### src/include/iosd_defs.vh
// constants for the i/o space decoder
// Functional notes
// - bit set/clear works on 0x00..0x1F registers
// - bit skip tests sample one register bit
// - writing one clears flag, zero keeps it
// - bit set/clear touches only addressed bit
// - bit operations decoded only below 0x20
// - in/out use short addresses 0x00..0x3F
// - data space address is short address plus 0x20
// - short field gives 64 locations, rest extended
// - extended 0x60..0xFF reached only by loads/stores
// - large-variant bits read reserved on small variant
`ifndef IOSD_DEFS_VH
`define IOSD_DEFS_VH
`define IOSD_IO_OFFSET 8'h20
`define IOSD_IO_LOCS 8'h40
`define IOSD_BIT_LIMIT 6'h20
`define IOSD_EXT_LO 8'h60
`define IOSD_A_PORT_B_INPUT_PINS 6'h03
`define IOSD_A_PORT_B_DIRECTION 6'h04
`define IOSD_A_PORT_B_OUTPUT_DATA 6'h05
`define IOSD_A_PORT_C_INPUT_PINS 6'h06
`define IOSD_A_PORT_C_DIRECTION 6'h07
`define IOSD_A_PORT_C_OUTPUT_DATA 6'h08
`define IOSD_A_PORT_D_INPUT_PINS 6'h09
`define IOSD_A_PORT_D_DIRECTION 6'h0A
`define IOSD_A_PORT_D_OUTPUT_DATA 6'h0B
`define IOSD_A_TF0 6'h15
`define IOSD_A_TF1 6'h16
`define IOSD_A_TF2 6'h17
`define IOSD_A_PCF 6'h1B
`define IOSD_A_EIF 6'h1C
`define IOSD_A_EIM 6'h1D
`define IOSD_A_SPH 6'h3E
`define IOSD_A_SPMC 6'h37
`define IOSD_M_PORT_C_OUTPUT_DATA 8'h7F
`define IOSD_M_TF0 8'h07
`define IOSD_M_TF1 8'h27
`define IOSD_M_TF2 8'h07
`define IOSD_M_PCF 8'h07
`define IOSD_M_EIF 8'h03
`define IOSD_M_EIM 8'h03
`define IOSD_M_SPH_SMALL 8'h03
`define IOSD_M_SPH_BIG 8'h07
`define IOSD_SPH_TOP_BIT 2
`define IOSD_RWW_BIT 6
`define IOSD_RST 8'h00
`define IOSD_OP_NONE 3'h0
`define IOSD_OP_IN 3'h1
`define IOSD_OP_OUT 3'h2
`define IOSD_OP_LD 3'h3
`define IOSD_OP_ST 3'h4
`define IOSD_OP_SBI 3'h5
`define IOSD_OP_CBI 3'h6
`define IOSD_OP_SKIP 3'h7
`endif

### src/hw/iosd_rw_reg.v
// one plain read/write register with implemented-bit mask
`timescale 1ns/1ps
`include "iosd_defs.vh"
module iosd_rw_reg #(
	parameter [7:0] MASK = 8'hFF
) (
	input wire core_clk_i,
	input wire srst_i,
	input wire we_i,
	input wire [7:0] wdata_i,
	output wire [7:0] q_o
);
	reg [7:0] val_q;
	always @(posedge core_clk_i) begin
		if (srst_i) begin
			val_q <= `IOSD_RST;
		end else if (we_i) begin
			val_q <= wdata_i & MASK;
		end
	end
	assign q_o = val_q;
endmodule // iosd_rw_reg

### src/hw/iosd_flag_reg.v
// one write-one-to-clear flag register, hardware set wins
`timescale 1ns/1ps
`include "iosd_defs.vh"
module iosd_flag_reg #(
	parameter [7:0] MASK = 8'hFF
) (
	input wire core_clk_i,
	input wire srst_i,
	input wire [7:0] set_i,
	input wire [7:0] clr_i,
	output wire [7:0] q_o
);
	reg [7:0] flag_q;
	reg [7:0] flag_d;
	always @* begin
		flag_d = (flag_q & ~clr_i) | set_i;
		flag_d = flag_d & MASK;
	end
	always @(posedge core_clk_i) begin
		if (srst_i) begin
			flag_q <= `IOSD_RST;
		end else begin
			flag_q <= flag_d;
		end
	end
	assign q_o = flag_q;
endmodule // iosd_flag_reg

### src/hw/iosd_decoder.v
// i/o space decoder with bit access and flag registers
`timescale 1ns/1ps
`include "iosd_defs.vh"
module iosd_decoder #(
	parameter LARGE_VARIANT = 1
) (
	input wire core_clk_i,
	input wire srst_i,
	input wire [2:0] op_i,
	input wire [7:0] addr_i,
	input wire [2:0] bit_i,
	input wire [7:0] wdata_i,
	input wire [7:0] port_b_input_pins_i,
	input wire [6:0] port_c_input_pins_i,
	input wire [7:0] port_d_input_pins_i,
	input wire [7:0] tf0_set_i,
	input wire [7:0] tf1_set_i,
	input wire [7:0] tf2_set_i,
	input wire [7:0] pcf_set_i,
	input wire [7:0] eif_set_i,
	input wire [7:0] sph_i,
	input wire [7:0] spmc_i,
	input wire [7:0] ext_rdata_i,
	output reg [7:0] rdata_o,
	output reg skip_o,
	output reg ext_we_o,
	output reg ext_re_o,
	output reg [7:0] ext_addr_o,
	output reg [7:0] ext_wdata_o,
	output wire [7:0] port_b_direction_o,
	output wire [7:0] port_b_output_data_o,
	output wire [7:0] port_c_direction_o,
	output wire [7:0] port_c_output_data_o,
	output wire [7:0] port_d_direction_o,
	output wire [7:0] port_d_output_data_o,
	output wire [7:0] timer0_flags_o,
	output wire [7:0] timer1_flags_o,
	output wire [7:0] timer2_flags_o,
	output wire [7:0] pin_change_flags_o,
	output wire [7:0] external_irq_flags_o,
	output wire [7:0] external_irq_mask_o
);
	// bit position to one-hot mask
	function [7:0] onehot;
		input [2:0] b;
		begin
			onehot = 8'h01 << b;
		end
	endfunction

	// is this short address a flag register
	function is_flag;
		input [5:0] a;
		begin
			is_flag = (a == `IOSD_A_TF0) || (a == `IOSD_A_TF1) || (a == `IOSD_A_TF2) ||
				(a == `IOSD_A_PCF) || (a == `IOSD_A_EIF);
		end
	endfunction

	wire is_io_op;
	wire is_data_op;
	wire is_bit_op;
	wire data_in_io;
	wire io_hit;
	wire io_wr;
	wire io_rd;
	reg [5:0] ioa;
	reg [7:0] cur;
	reg [7:0] wval;
	reg [7:0] clr_v;
	reg [7:0] sph_mask;
	reg [7:0] spmc_mask;

	assign is_io_op = (op_i == `IOSD_OP_IN) || (op_i == `IOSD_OP_OUT);
	assign is_data_op = (op_i == `IOSD_OP_LD) || (op_i == `IOSD_OP_ST);
	assign is_bit_op = ((op_i == `IOSD_OP_SBI) || (op_i == `IOSD_OP_CBI) ||
		(op_i == `IOSD_OP_SKIP)) && (addr_i[5:0] < `IOSD_BIT_LIMIT) && (addr_i[7:6] == 2'b00);
	assign data_in_io = is_data_op && (addr_i >= `IOSD_IO_OFFSET) &&
		(addr_i < (`IOSD_IO_OFFSET + `IOSD_IO_LOCS));
	assign io_hit = (is_io_op && (addr_i < `IOSD_IO_LOCS)) || data_in_io || is_bit_op;
	assign io_wr = io_hit && ((op_i == `IOSD_OP_OUT) || (op_i == `IOSD_OP_ST) ||
		(op_i == `IOSD_OP_SBI) || (op_i == `IOSD_OP_CBI));
	assign io_rd = io_hit && !io_wr;

	always @* begin
		ioa = data_in_io ? (addr_i[5:0] - 6'h20) : addr_i[5:0];
		sph_mask = LARGE_VARIANT ? `IOSD_M_SPH_BIG : `IOSD_M_SPH_SMALL;
		spmc_mask = LARGE_VARIANT ? 8'hFF : ~onehot(`IOSD_RWW_BIT);
	end

	wire [7:0] port_b_direction_q;
	wire [7:0] port_b_output_data_q;
	wire [7:0] port_c_direction_q;
	wire [7:0] port_c_output_data_q;
	wire [7:0] port_d_direction_q;
	wire [7:0] port_d_output_data_q;
	wire [7:0] eim_q;
	wire [7:0] tf0_q;
	wire [7:0] tf1_q;
	wire [7:0] tf2_q;
	wire [7:0] pcf_q;
	wire [7:0] eif_q;

	// current register value, zero when unmapped
	always @* begin
		case (ioa)
			`IOSD_A_PORT_B_INPUT_PINS: cur = port_b_input_pins_i;
			`IOSD_A_PORT_B_DIRECTION: cur = port_b_direction_q;
			`IOSD_A_PORT_B_OUTPUT_DATA: cur = port_b_output_data_q;
			`IOSD_A_PORT_C_INPUT_PINS: cur = {1'b0, port_c_input_pins_i};
			`IOSD_A_PORT_C_DIRECTION: cur = port_c_direction_q;
			`IOSD_A_PORT_C_OUTPUT_DATA: cur = port_c_output_data_q;
			`IOSD_A_PORT_D_INPUT_PINS: cur = port_d_input_pins_i;
			`IOSD_A_PORT_D_DIRECTION: cur = port_d_direction_q;
			`IOSD_A_PORT_D_OUTPUT_DATA: cur = port_d_output_data_q;
			`IOSD_A_TF0: cur = tf0_q;
			`IOSD_A_TF1: cur = tf1_q;
			`IOSD_A_TF2: cur = tf2_q;
			`IOSD_A_PCF: cur = pcf_q;
			`IOSD_A_EIF: cur = eif_q;
			`IOSD_A_EIM: cur = eim_q;
			`IOSD_A_SPH: cur = sph_i & sph_mask;
			`IOSD_A_SPMC: cur = spmc_i & spmc_mask;
			default: cur = 8'h00;
		endcase
	end

	// write value and flag-clear vector
	always @* begin
		wval = wdata_i;
		clr_v = 8'h00;
		case (op_i)
			`IOSD_OP_SBI: wval = cur | onehot(bit_i);
			`IOSD_OP_CBI: wval = cur & ~onehot(bit_i);
			default: wval = wdata_i;
		endcase
		if (io_wr && is_flag(ioa)) begin
			if (op_i == `IOSD_OP_SBI) begin
				clr_v = onehot(bit_i);
			end else if (op_i == `IOSD_OP_CBI) begin
				clr_v = 8'h00;
			end else begin
				clr_v = wdata_i;
			end
		end
	end

	wire we_port_b_direction = io_wr && (ioa == `IOSD_A_PORT_B_DIRECTION);
	wire we_port_b_output_data = io_wr && (ioa == `IOSD_A_PORT_B_OUTPUT_DATA);
	wire we_port_c_direction = io_wr && (ioa == `IOSD_A_PORT_C_DIRECTION);
	wire we_port_c_output_data = io_wr && (ioa == `IOSD_A_PORT_C_OUTPUT_DATA);
	wire we_port_d_direction = io_wr && (ioa == `IOSD_A_PORT_D_DIRECTION);
	wire we_port_d_output_data = io_wr && (ioa == `IOSD_A_PORT_D_OUTPUT_DATA);
	wire we_eim = io_wr && (ioa == `IOSD_A_EIM);

	iosd_rw_reg #(.MASK(8'hFF)) u_port_b_direction (.core_clk_i(core_clk_i), .srst_i(srst_i),
		.we_i(we_port_b_direction), .wdata_i(wval), .q_o(port_b_direction_q));
	iosd_rw_reg #(.MASK(8'hFF)) u_port_b_output_data (.core_clk_i(core_clk_i), .srst_i(srst_i),
		.we_i(we_port_b_output_data), .wdata_i(wval), .q_o(port_b_output_data_q));
	iosd_rw_reg #(.MASK(`IOSD_M_PORT_C_OUTPUT_DATA)) u_port_c_direction (.core_clk_i(core_clk_i), .srst_i(srst_i),
		.we_i(we_port_c_direction), .wdata_i(wval), .q_o(port_c_direction_q));
	iosd_rw_reg #(.MASK(`IOSD_M_PORT_C_OUTPUT_DATA)) u_port_c_output_data (.core_clk_i(core_clk_i), .srst_i(srst_i),
		.we_i(we_port_c_output_data), .wdata_i(wval), .q_o(port_c_output_data_q));
	iosd_rw_reg #(.MASK(8'hFF)) u_port_d_direction (.core_clk_i(core_clk_i), .srst_i(srst_i),
		.we_i(we_port_d_direction), .wdata_i(wval), .q_o(port_d_direction_q));
	iosd_rw_reg #(.MASK(8'hFF)) u_port_d_output_data (.core_clk_i(core_clk_i), .srst_i(srst_i),
		.we_i(we_port_d_output_data), .wdata_i(wval), .q_o(port_d_output_data_q));
	iosd_rw_reg #(.MASK(`IOSD_M_EIM)) u_eim (.core_clk_i(core_clk_i), .srst_i(srst_i),
		.we_i(we_eim), .wdata_i(wval), .q_o(eim_q));

	iosd_flag_reg #(.MASK(`IOSD_M_TF0)) u_tf0 (.core_clk_i(core_clk_i), .srst_i(srst_i),
		.set_i(tf0_set_i), .clr_i((ioa == `IOSD_A_TF0) ? clr_v : 8'h00), .q_o(tf0_q));
	iosd_flag_reg #(.MASK(`IOSD_M_TF1)) u_tf1 (.core_clk_i(core_clk_i), .srst_i(srst_i),
		.set_i(tf1_set_i), .clr_i((ioa == `IOSD_A_TF1) ? clr_v : 8'h00), .q_o(tf1_q));
	iosd_flag_reg #(.MASK(`IOSD_M_TF2)) u_tf2 (.core_clk_i(core_clk_i), .srst_i(srst_i),
		.set_i(tf2_set_i), .clr_i((ioa == `IOSD_A_TF2) ? clr_v : 8'h00), .q_o(tf2_q));
	iosd_flag_reg #(.MASK(`IOSD_M_PCF)) u_pcf (.core_clk_i(core_clk_i), .srst_i(srst_i),
		.set_i(pcf_set_i), .clr_i((ioa == `IOSD_A_PCF) ? clr_v : 8'h00), .q_o(pcf_q));
	iosd_flag_reg #(.MASK(`IOSD_M_EIF)) u_eif (.core_clk_i(core_clk_i), .srst_i(srst_i),
		.set_i(eif_set_i), .clr_i((ioa == `IOSD_A_EIF) ? clr_v : 8'h00), .q_o(eif_q));

	// registered answers and extended space strobes
	always @(posedge core_clk_i) begin
		if (srst_i) begin
			rdata_o <= 8'h00;
			skip_o <= 1'b0;
			ext_we_o <= 1'b0;
			ext_re_o <= 1'b0;
			ext_addr_o <= 8'h00;
			ext_wdata_o <= 8'h00;
		end else begin
			skip_o <= (op_i == `IOSD_OP_SKIP) && is_bit_op && cur[bit_i];
			ext_we_o <= (op_i == `IOSD_OP_ST) && (addr_i >= `IOSD_EXT_LO);
			ext_re_o <= (op_i == `IOSD_OP_LD) && (addr_i >= `IOSD_EXT_LO);
			ext_addr_o <= addr_i;
			ext_wdata_o <= wdata_i;
			if (io_rd) begin
				rdata_o <= cur;
			end else if ((op_i == `IOSD_OP_LD) && (addr_i >= `IOSD_EXT_LO)) begin
				rdata_o <= ext_rdata_i;
			end else begin
				rdata_o <= 8'h00;
			end
		end
	end

	assign port_b_direction_o = port_b_direction_q;
	assign port_b_output_data_o = port_b_output_data_q;
	assign port_c_direction_o = port_c_direction_q;
	assign port_c_output_data_o = port_c_output_data_q;
	assign port_d_direction_o = port_d_direction_q;
	assign port_d_output_data_o = port_d_output_data_q;
	assign timer0_flags_o = tf0_q;
	assign timer1_flags_o = tf1_q;
	assign timer2_flags_o = tf2_q;
	assign pin_change_flags_o = pcf_q;
	assign external_irq_flags_o = eif_q;
	assign external_irq_mask_o = eim_q;
endmodule // iosd_decoder

### config.mk
export PLATFORM = sky130hd
export DESIGN_NAME = iosd_decoder
export DESIGN_NICKNAME = d
export VERILOG_FILES = /design/src/hw/iosd_rw_reg.v /design/src/hw/iosd_flag_reg.v /design/src/hw/iosd_decoder.v
export VERILOG_INCLUDE_DIRS = /design/src /design/src/include
export SDC_FILE = /design/constraint.sdc
export NUM_CORES = 1
export LEC_CHECK = 0
export ABC_AREA = 0
export BUFFER_PORTS_ARGS = -buffer_cell sky130_fd_sc_hd__buf_2
export CAP_MARGIN = 20
export CORE_MARGIN = 2
export CORE_UTILIZATION = 40
export DETAILED_ROUTE_END_ITERATION = 8
export PLACE_DENSITY = 0.79
export SLEW_MARGIN = 30
export SYNTH_ARGS = -nofsm -noshare
export SYNTH_HDL_FRONTEND = slang
export SYNTH_HIERARCHICAL = 1
export SYNTH_SLANG_ARGS = --single-unit
### constraint.sdc
create_clock -name core_clk_i -period 3.21 [get_ports core_clk_i]
set_input_delay 0.8025 -clock core_clk_i [delete_from_list [all_inputs] [get_ports core_clk_i]]
set_output_delay 0.8025 -clock core_clk_i [all_outputs]
set_load 0.005 [all_outputs]
### Word-level counts from Yosys, hierarchy flattened

Cells that the tools add are included.

| cells by class | value |
|---|---|
| add/subtract/negate cells | 1 |
| order comparisons | 6 |
| eq/ne operators | 24 |
| shift-type cells | 1 |
| muxes and demuxes | 15 |
| bitwise operators | 18 |
| reduce and logical (&&, ||, !) cells | 34 |

Operators with widths:

| operator | count |
|---|---|
| $pmux 8 s17 | 1 |
| $eq 6x5->1 const B | 6 |
| $mux 6 | 5 |
| $eq 6x3->1 const B | 4 |
| $eq 6x4->1 const B | 4 |
| $logic_and 1x1->1 | 19 |
| $lt 8x7->1 const B | 2 |
| $mux 8 | 2 |
| $pmux 8 s2 | 1 |
| $logic_or 1x1->1 | 13 |
| $eq 3x3->1 const B | 4 |
| $eq 6x6->1 const B | 2 |
| $and 3x3->3 | 3 |
| $mux 3 | 3 |
| $not 3->3 | 3 |
| $or 3x3->3 | 3 |
| $and 8x8->8 | 1 |
| $ge 8x6->1 const B | 1 |
| $ge 8x7->1 const B | 1 |
| $not 8->8 | 1 |
| $or 8x8->8 | 1 |
| $shl 1x3->8 const A | 1 |
| $and 6x6->6 | 1 |
| $eq 3x2->1 const B | 2 |
| 15 further kinds | 15 |

| storage, ports and cells | value |
|---|---|
| register bits after elaboration | 90 |
| bits of input ports | 111 |
| output and inout bits | 123 |
| word-level logic and storage cells | 117 |

### Logic depth before layout (Yosys ltp)

Gate-level depths: netlist of run 1.

| logic depth | value |
|---|---|
| word-level depth | 16 |
| depth in mapped cells | 13 |
| depth with buffers taken out | 10 |

### Hierarchy

The synthesis of run 1 kept the hierarchy.

By module, submodules not included:

| module | instances | cells each | area each (µm²) | seq. area each (µm²) |
|---|---|---|---|---|
| iosd_decoder | 1 | 444 | 3158.0 | 540.5 |
| iosd_rw_reg at u_port_b_direction ... | 4 | 26 | 285.3 | 160.2 |
| iosd_rw_reg at u_port_c_direction ... | 2 | 24 | 259.0 | 140.1 |
| iosd_flag_reg at u_pcf ... | 3 | 18 | 146.4 | 60.1 |
| iosd_flag_reg at u_tf1 | 1 | 21 | 173.9 | 80.1 |
| iosd_flag_reg at u_eif | 1 | 15 | 118.9 | 40.0 |
| iosd_rw_reg at u_eim | 1 | 13 | 116.4 | 40.0 |

### Worst setup path before layout of run 1

No wires, ideal clock.

| timing | value |
|---|---|
| path type | input port to flip-flop |
| start | in addr_i[2] |
| end | reg u_port_b_direction.val_q[6], in the netlist u_port_b_direction/q_o[6] |
| setup time | 0.065 ns |
| data arrival time | 2.829 ns |
| data required time | 3.145 ns |
| setup slack | 0.317 ns |
| stages on the path | 12 |
| buffers on the path | 2 |
| cell sequence | buf_4 > or3b_1 > buf_4 > nor2_4 > a22oi_1 > and4_1 > a31o_2 > o211ai_1 > o21ai_0 > a21oi_1 > mux2i_1 > nor2_1 |

| on the way | value |
|---|---|
| longest elaborated chain between the ends | 8 |
| elaborated cells on any way between the ends | 36 |
| classes of those cells | add/sub: 1; order compare: 4; eq/ne: 17; mux: 3; bitwise: 2; reduce/logical: 9 |

RTL lines:

| what | RTL line | source |
|---|---|---|
| start: declaration | iosd_decoder.v:10 | `input wire [7:0] addr_i,` |
| $ge 8x6->1 (no line) | -- |  |
| $logic_and 1x1->1 (2 in series) | iosd_decoder.v:78 | `` assign data_in_io = is_data_op && (addr_i >= `IOSD_IO_OFFSET) && `` |
| $mux 6 (*) | iosd_decoder.v:86 | `ioa = data_in_io ? (addr_i[5:0] - 6'h20) : addr_i[5:0];` |
| $eq 6x6->1, or another cell as far along | iosd_decoder.v:106 | `case (ioa)` |
| $pmux 8 s17 (*) | iosd_decoder.v:106 |  |
| $and 8x8->8 or $or 8x8->8 (tied branches) | iosd_decoder.v:134, iosd_decoder.v:133 |  |
| $pmux 8 s2 (*) | iosd_decoder.v:132 | `case (op_i)` |
| via wval[6] | iosd_decoder.v:69 | `reg [7:0] wval;` |
| end signal: assignment | iosd_rw_reg.v:16 | `` val_q <= `IOSD_RST; `` |
| end signal: assignment | iosd_rw_reg.v:18 | `val_q <= wdata_i & MASK;` |
| end: declaration | iosd_rw_reg.v:13 | `reg [7:0] val_q;` |

The timed path passes the listed nets; every way through them passes the cells marked *.
A chain may end at the register's enable or synchronous reset.

### Worst setup path after layout of run 1

| timing | value |
|---|---|
| start | in addr_i[3] |
| end | reg u_port_c_output_data.val_q[4], in the netlist u_port_c_output_data/q_o[4] |

| on the way | value |
|---|---|
| longest elaborated chain between the ends | 8 |
| elaborated cells on any way between the ends | 36 |
| classes of those cells | add/sub: 1; order compare: 4; eq/ne: 17; mux: 3; bitwise: 2; reduce/logical: 9 |

RTL lines:

| what | RTL line |
|---|---|
| $ge 8x6->1 (no line) | -- |
| $logic_and 1x1->1 (2 in series) | iosd_decoder.v:78 |
| $mux 6 (*) | iosd_decoder.v:86 |
| $eq 6x6->1, or another cell as far along | iosd_decoder.v:106 |
| $pmux 8 s17 (*) | iosd_decoder.v:106 |
| $and 8x8->8 or $or 8x8->8 (tied branches) | iosd_decoder.v:134, iosd_decoder.v:133 |
| $pmux 8 s2 (*) | iosd_decoder.v:132 |
| via wval[4] | iosd_decoder.v:69 |
| end signal: assignment | iosd_rw_reg.v:16 |
| end signal: assignment | iosd_rw_reg.v:18 |
| end: declaration | iosd_rw_reg.v:13 |

Marked as above.

==> results.md, run 1 <==
* Routed wire length at 19.79 mm
* Maximum VDD drop at 232.8 uV
* Mapped Cells at 659
* CTS tree: done
* Sink Count at 90
* Drt initial violations at 541
* Layout cell share with drive strength beyond 1 at 0.3435
* Nets@finish at a little under 1000
* Clock latency on the worst-skew pair at 0.35 ns
* Area Growth Syn to Fin at 31.52%
* Final HPWL DP at 15.60 mm
* Core ar. at 0.01335 mm^2
* CP Launch Type: input pin
* Syn Std Cell Area at roughly 0.0055 mm^2
* Synthesized area per cell at 8.337 um^2
* Hold Path Class: reg2reg
* Final worst-path cycle share at 0.9837
* # rows at 42
* Routed vias/inst at 5.423
* Grt ovf at 0
* Clock Pin Slew Worst Setup and Hold Paths at around 0.06 ns
* CP max FO at 7
* PwrDens at 382.0 mW/mm^2
* Post-layout min period at around 3.2 ns
* H-tree lvl count at 3
* Setup Crit Path Kind: in2reg
* Outcome: complete, no violations
* Crit-path max cell delay at 0.60 ns
* Fin Hold WS at 0.4975 ns
* Leak pwr at 0.003319 uW
* R2R cell count at 9
* Final setup fails at 0
* Antenna diode count at 0
* Pin count of the biggest net entering global routing at 40
* Top cell family by delay on the critical path: compound AO/OA/AOI/OAI gates
* Drt wl/cell at 18.60 um
* Die Wd at 121.2 um
* Max-Cap Viols at 0
* Initial antenna violation count at 1
* CP Cell Sequence: buf_2 > or3b_1 > buf_4 > o22ai_1 > nand2b_1 > a41oi_1 > a31oi_1 > o211ai_1 > o21ai_0 > a21oi_1 > mux2i_1 > nor2_1
* Final-report hold violation count at 0
* Clock Root Buffer: clkbuf_16
* # Post-CTS Setup Buffers at 0
* Worst R2R End: u_port_c_direction/q_o[2]$_SDFFE_PP0P_
* FMAX at 316.7 MHz
* Buf/Inv on CP at 2
* Worst hold stages at 2
* Crit. End Element: register
* Initial DRT Pass Iterations at 6
* Flop2flop setup slack at 0.59 ns
* Total power at 2761 uW
* RR Startpoint: u_port_c_output_data/q_o[2]$_SDFFE_PP0P_
* Crit path arrival time at 3.45 ns
* Die footprint at 0.01469 mm^2
* Vias in the first global route at 5355
* Cts bufs inserted at 9
* Total number of vias at 5770
* Initial core utilization at 0.4116
* Io pins at 234
* Routed Antenna Nets at 0
* Min-delay src: u_tf2/q_o[2]$_SDFF_PP0_
* Final GP Congestion at 0.9350
* Warnings from Yosys at 6
* IO buf count at 170
* Slowest-stage cell, CP: a21oi_1
* Critical Path RT at 3.50 ns
* Setup TNS at 0 ns
* Die height at 121.2 um
* Post-CTS Resized at 0
* CTS max path bufs at 2
* Gr usage total at 0.2667
* Unrepaired setup endpoints after global routing: false
* Hold Path End: u_tf2/q_o[2]$_SDFF_PP0_
* Final Skew at 0.009820 ns
* Slew Limit Fails at 0
* Least-Margin Pin Slew at 0.7052 ns
* Hold_buf cts at 0
* DR DRC count at 0
* First-pass GRT wire length at around 30 mm
* Slew HR at 0.5260
report_power, final:
| part | internal (uW) | total [uW] | leakage (uW) | switching [uW] |
|---|---|---|---|---|
| sequential | 1150 | 1160 | 0.000735 | 17.6 |
| combinational | 241 | 544 | 0.00244 | 303 |
| clock | 618 | 1050 | 0.000142 | 435 |
| total | 2010 | 2760 | 0.00332 | 755 |
cells in the final DEF (no fill, tap or decap), types with 7 or more instances in the layout:
master / instances
o21ai_0: 13
mux2i_1: 60
clkbuf_16: 9
nor2b_1: 26
inv_1: 23
nand2_1: 33
o22ai_1: 9
nor3_1: 11
a31oi_1: 7
nand3_1: 19
nand3b_1: 7
a21oi_1: 47
buf_4: 91
nand2b_1: 19
dfxtp_1: 90
and3_1: 11
buf_2: 170
nor2_1: 88
and2_1: 7
a22oi_1: 13
conb_1: 33
worst register-to-register path, delay by kind of cell, from the launching register on:
family	cells	cell delay [ns]
simple gates	1	0.06
compound gates	5	1.22
flops	1	0.33
mux	2	0.71
buf+inv	1	0.20
through the flow:
step | setup slack (ns) | util | std cells | instance area [um^2]
6_report | 0.05243 | 0.5413 | 1064 | 7226
5_1_grt | 0.009383 | 0.5413 | 1064 | 7226
4_1_cts | 0.08043 | 0.5403 | 1064 | 7212
3_5_place_dp | -0.3003 | 0.5188 | 1049 | 6925
3_3_place_gp | -0.2502 | 0.5184 | 1049 | 6919
2_1_floorplan | 0.3166 | - | 684 | 5588
layout make-up:
cell class / count / area [um^2]
fill: 1284 / 6122
sequential: 90 / 1802
inverter: 23 / 86.33
tap: 176 / 220.2
timing repair buffer: 266 / 1634
clock inverter: 3 / 40.04
multi-input combinational: 494 / 3197
clock buffer: 12 / 246.5
flip-flops by register name, indices dropped and copies added (netlist names), 3 cells and up:
| signal | cells |
|---|---|
| ext_addr_o | 8 |
| ext_wdata_o | 8 |
| rdata_o | 8 |
| u_port_b_direction/q_o | 8 |
| u_port_b_output_data/q_o | 8 |
| u_port_d_direction/q_o | 8 |
| u_port_d_output_data/q_o | 8 |
| u_port_c_direction/q_o | 7 |
| u_port_c_output_data/q_o | 7 |
| u_tf1/q_o | 4 |
| u_pcf/q_o | 3 |
| u_tf0/q_o | 3 |
| u_tf2/q_o | 3 |
per-layer routing:
layer	vias up	track usage	routed length, um
met5	-	0	12
met4	2	0.1042	614
met3	38	0.06156	1832
met2	307	0.4277	9040
met1	2700	0.3476	8288
li1	2723	-	-
worst max path at each step:
stage,from,end,slack [ns],cells after the start
finish,addr_i[3],u_port_c_output_data/q_o[4]$_SDFFE_PP0P_,0.05,12
detailed placement,addr_i[0],u_port_c_direction/q_o[0]$_SDFFE_PP0P_,-0.30,12
CTS,addr_i[0],u_port_c_direction/q_o[0]$_SDFFE_PP0P_,0.08,12
global route,addr_i[3],u_port_b_output_data/q_o[4]$_SDFFE_PP0P_,0.009,12
global placement,addr_i[0],u_eim/q_o[0]$_SDFFE_PP0P_,-0.25,12
floorplan,addr_i[2],u_port_b_direction/q_o[6]$_SDFFE_PP0P_,0.32,12
No activity file was read; power rests on OpenSTA's default activity.
==> inputs of run 2 (changes only) <==
Settings changed: PLACE_DENSITY 0.79 to 0.68.
==> run 2 against run 1 <==
  * Sequential cell count unchanged
  * Critical path depth decreased by 2
  * Routed wire length decreased by 3.4%
  * Clock power increased by 14%
  * Count of clock-buffer cells in the layout unchanged
  * Final cell count decreased by 0.19%
  * Highest routed layer is now met4
==> results.md, run 2 (synthesis gave the netlist of run 1 again) <==
* Final worst-path cycle share at 0.9477 (-0.03592)
* Layout cell share with drive strength beyond 1 at 0.3431 (-0.0003533)
* Routed vias/inst at 5.318 (-1.9%)
* Crit-path max cell delay at 0.59 ns (about the same)
* Cts bufs inserted at 9 (unchanged)
* Crit. End Element: register
* Top cell family by delay on the critical path: compound AO/OA/AOI/OAI gates
* Nets@finish at 992 (-0.30%)
* Fillers at 1348 (+5.0%)
* CP max FO at 9 (+2)
* Max-Cap Viols at 0 (unchanged)
* Slew Limit Fails at 0 (unchanged)
* Clock Pin Slew Worst Setup and Hold Paths at 0.06 ns (about the same)
* Final GP Congestion at 0.9121 (-2.4%)
* Final core utilization at 0.5420 (+0.0006560)
* Commonest non-fill, non-tap cell in the layout: buf_2
* CTS tree: done
* First-pass GRT wire length at 28.99 mm (-2.0%)
* Routed wire length at 19.12 mm (-3.4%)
* Initial DRT Pass Iterations at 5 (-1)
* PwrDens at 399.2 mW/mm^2 (+4.5%)
* Die height at 121.2 um (unchanged)
* Die footprint at 0.01469 mm^2 (unchanged)
* Final setup fails at 0 (unchanged)
* Setup Crit Path Kind: in2reg
* Core ar. at 0.01335 mm^2 (unchanged)
* Final Skew at 0.01194 ns (+0.002120 ns)
* Sink Count at 90 (unchanged)
* Hold Path Class: reg2reg
* Io pins at 234 (unchanged)
* CP Cell Sequence: clkbuf_4 > mux4_1 > a221oi_1 > buf_4 > a31oi_1 > o32a_1 > o22ai_1 > a21oi_2 > mux2i_1 > nor2_1
* Clock Root Buffer: clkbuf_16
* Critical Path RT at 3.43 ns (-0.07 ns)
* Unrepaired setup endpoints after global routing: false
* Outcome: complete, no violations
* Die Wd at 121.2 um (unchanged)
* Pin count of the biggest net entering global routing at 54 (+35%)
* Drt initial violations at 352 (-35%)
* Leak pwr at 0.003322 uW (about the same)
* Maximum VDD drop at 322.9 uV (+39%)
* Commonest cells after routing, fill and taps aside: 169 x buf_2, 90 x dfxtp_1, 90 x buf_4
* Least-Margin Pin Slew at 0.9150 ns (+0.2098 ns)
* Slew HR at 0.3877 (-0.1382)
* Post-layout min period at 3.042 ns (-0.1153 ns)
* Placed cell areas at 0.006872 mm^2 (-0.78%)
* Final-report hold violation count at 0 (unchanged)
* H-tree lvl count at 3 (unchanged)
* CTS max path bufs at 2 (unchanged)
* Vias in the first global route at 5314 (-0.77%)
* Area Growth Syn to Fin at 31.68%
* # Post-CTS Setup Buffers at 0 (unchanged)
* Initial core utilization at 0.4116 (unchanged)
* Initial antenna violation count at 0 (-1)
* Gr usage total at 0.2572 (-0.009445)
* Clock latency on the worst-skew pair at 0.36 ns (about the same)
* Fin area at 0.007234 mm^2 (+0.12%)
* FMAX at 328.7 MHz (+3.8%)
* CP Launch Type: input pin
* Buf/Inv on CP at 2 (unchanged)
* Antenna diode count at 0 (unchanged)
* Slowest-stage cell, CP: mux4_1
* Total number of vias at 5648 (-2.1%)
* Fin Hold WS at 0.4883 ns (-0.009246 ns)
* IO buf count at 170 (unchanged)
* DR DRC count at 0 (unchanged)
* Final HPWL DP at 14.96 mm (-4.1%)
* Routed Antenna Nets at 0 (unchanged)
* # rows at 42 (unchanged)
* Crit path arrival time at 3.26 ns (-0.19 ns)
* Setup TNS at 0 ns (unchanged)
* Grt ovf at 0 (unchanged)
* Drt wl/cell at 18.01 um (-3.2%)
## run 2: routing by layer
metal	up-vias	GRT usage	routed length, um
li1	2713	-	-
met1	2667	0.3366	8298
met2	245	0.4164	8837
met3	23	0.06861	1637
met4	0	0.07471	350
met5	-	0	0
## run 2: worst min-delay path, stage by stage (launching register included)
cell and delay, ns:
dfxtp_1 0.32, nand2b_1 0.07, a21oi_1 0.06
## run 2: where the power goes
| group | total, uW | leakage [uW] | internal [uW] | switching, uW |
|---|---|---|---|---|
| Clock | 1200 | 0.000165 | 745 | 452 |
| Sequential | 1160 | 0.000735 | 1150 | 16.1 |
| Combinational | 529 | 0.00242 | 233 | 296 |
## run 2: per-stage QoR
| stage | worst slack (ns) | cells | total power, uW |
|---|---|---|---|
| after global routing | 0.006455 | 1062 | 2993 |
| after CTS | 0.03050 | 1062 | 2891 |
| after global placement | -0.2639 | 1046 | 1691 |
| final | 0.1677 | 1062 | 2888 |
| after floorplan | 0.3166 | 684 | 1469 |
| after detailed placement | -0.2991 | 1046 | 1694 |
## run 2: final timing paths
check | startpoint | endpoint | slack, ns | depth (start not counted)
setup reg to reg | u_port_d_direction/q_o[2]$_SDFFE_PP0P_ | u_port_d_direction/q_o[2]$_SDFFE_PP0P_ | 0.57 | 9
hold / removal | u_tf0/q_o[2]$_SDFF_PP0_ | u_tf0/q_o[2]$_SDFF_PP0_ | 0.49 | 2
setup / recovery | addr_i[0] | u_port_d_direction/q_o[2]$_SDFFE_PP0P_ | 0.17 | 10
hold reg to reg | u_tf0/q_o[2]$_SDFF_PP0_ | u_tf0/q_o[2]$_SDFF_PP0_ | 0.49 | 2
## run 2: final cells by class
class / instances / area, um^2 / share of cell area
multi-input combinational: 494 / 3198 / 0.4421
sequential: 90 / 1802 / 0.2490
timing repair buffer: 263 / 1589 / 0.2196
clock buffer: 12 / 266.5 / 0.03684
tap: 176 / 220.2 / 0.03044
inverter: 23 / 86.33 / 0.01193
clock inverter: 4 / 72.57 / 0.01003
## run 2: what timing repair did
item / in CTS / in global routing
gates resized for setup: 0 / 6
setup endpoints to repair: 0 / 27
hold buffers: 0 / 0
==> inputs of run 3 (changes only) <==
Settings changed: ABC_AREA 0 to 1.
==> run 3 against run 2 <==
  * Clock skew fell by 0.0023 ns
  * Worst setup slack improved by 0.0090 ns
  * Clock power fell by 7%
  * Count of clock-buffer cells in the layout did not move
  * Via count rose by 16%
  * Register-to-register slack improved by 0.74 ns
  * First-iteration DRC count rose by 68%
  * Area after synthesis rose by 2.1%
  * Combinational power fell by 16%
  * Largest cell class unchanged
  * Largest power group is now registers
==> results.md, run 3 <==
* Outcome: complete, no violations
* Io pins at 234 (unchanged)
* Antenna diode count at 0 (unchanged)
* Final GP Congestion at 0.9322 (+2.2%)
* Max-Cap Viols at 0 (unchanged)
* Critical Path RT at 3.50 ns (+0.07 ns)
* Crit path arrival time at 3.32 ns (+0.06 ns)
* Die footprint at 0.01498 mm^2 (+2.0%)
* Area Growth Syn to Fin at 27.71%
* Total number of vias at 6525 (+16%)
* H-tree lvl count at 3 (unchanged)
* Drt initial violations at 590 (+68%)
* Top cell family by delay on the critical path: simple AND/OR/NAND/NOR gates
* Flop2flop setup slack at 1.31 ns (+0.74 ns)
* Nets@finish at 1248 (+26%)
* Hold_buf cts at 0 (unchanged)
* Cell mode on critical path: nor2_1
* Crit. End Element: register
* Final Skew at 0.009640 ns (-0.002300 ns)
* Final cell count without fillers at 1321 (+24%)
* # Post-CTS Setup Buffers at 0 (unchanged)
* Die height at 122.4 um (+1.0%)
* Final core utilization at 0.5200 (-0.02201)
* CTS max path bufs at 2 (unchanged)
* Leak pwr at 0.003852 uW (+16%)
* Warnings from Yosys at 6 (unchanged)
* Post-layout min period at 3.033 ns (-0.009042 ns)
* Cts bufs inserted at 9 (unchanged)
* Routed wire length at 20.51 mm (+7.2%)
* CP Launch Type: input pin
* Die Wd at 122.4 um (+1.0%)
* RR Startpoint: u_tf2/q_o[1]$_SDFF_PP0_
* Slowest-stage cell, CP: nor2_1
* Buf/Inv on CP at 7 (+5)
* Final-report hold violation count at 0 (unchanged)
* Gr usage total at 0.2703 (+0.01305)
* Core ar. at 0.01377 mm^2 (+3.2%)
* Hold Path Class: reg2reg
* Syn Std Cell Area at 0.005608 mm^2 (+2.1%)
* Sink Count at 90 (unchanged)
* Final setup fails at 0 (unchanged)
* Commonest non-fill, non-tap cell in the layout: nand2_1
* Least-Margin Pin Slew at 0.7405 ns (-0.1745 ns)
* Initial DRT Pass Iterations at 5 (unchanged)
* R2R cell count at 12 (+3)
* Setup TNS at 0 ns (unchanged)
* CP max FO at 9 (unchanged)
* Crit-path max cell delay at 0.54 ns (-0.05 ns)
* FMAX at 329.7 MHz (+0.30%)
* Worst R2R End: u_port_b_direction/q_o[1]$_SDFFE_PP0P_
* CTS tree: done
* Final worst-path cycle share at 0.9449 (-0.002817)
* Clock latency on the worst-skew pair at 0.35 ns (about the same)
* Slew Limit Fails at 0 (unchanged)
* Dpl ws at -0.1219 ns (+0.1772 ns)
* Clock Root Buffer: clkbuf_16
* Pin count of the biggest net entering global routing at 25 (-54%)
* Mapped Cells at 929 (+41%)
* Final worst slack at 0.1768 ns (+0.009042 ns)
* Worst hold stages at 2 (unchanged)
* IO buf count at 170 (unchanged)
* First-pass GRT wire length at 30.63 mm (+5.7%)
* Commonest cells after routing, fill and taps aside: 216 x nand2_1, 190 x nor2_1, 170 x buf_2
* Clock Pin Slew Worst Setup and Hold Paths at 0.06 ns (about the same)
* Min-delay src: u_tf1/q_o[2]$_SDFF_PP0_
* Total power at 2728 uW (-5.5%)
* CP Cell Sequence: buf_2 > inv_1 > nor2_1 > inv_1 > nor2_1 > inv_1 > nor2_1 > buf_4 > nand2_1 > nand4_1 > nor2_1 > a31o_2 > o21ai_0 > buf_4 > inv_1 > nand2_1 > nand2_1 > nor2_1
* Initial antenna violation count at 2 (+2)
* Routed vias/inst at 4.939 (-7.1%)
* Routed Antenna Nets at 0 (unchanged)
* Synthesized area per cell at 6.036 um^2 (-28%)
* Final HPWL DP at 16.21 mm (+8.4%)
* Setup Crit Path Kind: in2reg
* # placed instances at 1306 (+25%)
* Drt wl/cell at 15.52 um (-14%)
* Grt ovf at 0 (unchanged)
* Slew HR at 0.5053 (+0.1176)
* Post-CTS Resized at 0 (unchanged)
* PwrDens at 381.0 mW/mm^2 (-4.6%)
* Unrepaired setup endpoints after global routing: true
* DR DRC count at 0 (unchanged)
* Initial core utilization at 0.4072 (-0.004446)
* # rows at 43 (+2.4%)
* Hold Path End: u_tf1/q_o[2]$_SDFF_PP0_
* Layout cell share with drive strength beyond 1 at 0.2401 (-0.1030)
* Maximum VDD drop at 349.5 uV (+8.2%)
* Vias in the first global route at 5709 (+7.4%)
[run 3: cell count changes in the layout (fill, tap and decap cells not counted), moves of 24 or more]
cell     delta
nor2b_1    -26
buf_4      -24
nand2_1   +183
nor2_1    +102
nand3_1    +68
inv_1     +108
nand4_1    +43
mux2i_1    -60
[run 3: through the flow]
step | hold slack (ns) | cell area (um^2)
after detailed placement | 0.4709 | 6855
after CTS | 0.4792 | 7157
after global placement | 0.4722 | 6855
after global routing | 0.5119 | 7162
final | 0.4838 | 7162
after floorplan | 0.4619 | 5702
[run 3: worst max-delay path by stage]
stage | start | slack, ns | end | depth (start not counted)
6_report | addr_i[3] | 0.18 | u_port_b_direction/q_o[1]$_SDFFE_PP0P_ | 18
5_1_grt | op_i[1] | -0.0006 | u_port_b_direction/q_o[1]$_SDFFE_PP0P_ | 19
4_1_cts | op_i[1] | 0.22 | u_port_b_direction/q_o[1]$_SDFFE_PP0P_ | 19
3_5_place_dp | op_i[1] | -0.12 | u_port_b_direction/q_o[1]$_SDFFE_PP0P_ | 19
3_3_place_gp | op_i[1] | -0.11 | u_eim/q_o[1]$_SDFFE_PP0P_ | 20
2_1_floorplan | op_i[2] | 0.42 | u_port_c_output_data/q_o[1]$_SDFFE_PP0P_ | 19
[run 3: final cells by class]
cell class	count	area, um^2
Sequential cell	90	1802
Tap cell	180	225.2
Fill cell	1462	6611
Timing Repair Buffer	237	1366
Clock buffer	12	236.5
Clock inverter	3	65.06
Inverter	131	491.7
Multi-Input combinational cell	668	2975
[run 3: worst register-to-register path: stages, from the launching register on]
cell and delay (ns):
dfxtp_1 0.36, nand3_1 0.11, nand2_1 0.05, nor2_1 0.15, nand2_1 0.08, nor2_1 0.20
a31o_2 0.18, o21ai_0 0.22, buf_4 0.25, inv_1 0.06, nand2_1 0.04, nand2_1 0.05
nor2_1 0.04
[run 3: power breakdown]
| group | total, uW | switching, uW | internal, uW |
|---|---|---|---|
| Sequential | 1170 | 18.6 | 1150 |
| Clock | 1120 | 439 | 678 |
| Combinational | 446 | 281 | 165 |
| Total | 2730 | 738 | 1990 |
[run 3: metal layers]
| layer | global-route usage | share of wire | routed length (um) |
|---|---|---|---|
| met3 | 0.05809 | 0.090 | 1855 |
| met2 | 0.4389 | 0.46 | 9348 |
| met4 | 0.08621 | 0.023 | 468 |
| met1 | 0.3576 | 0.43 | 8822 |
| met5 | 0 | 0.00049 | 10 |
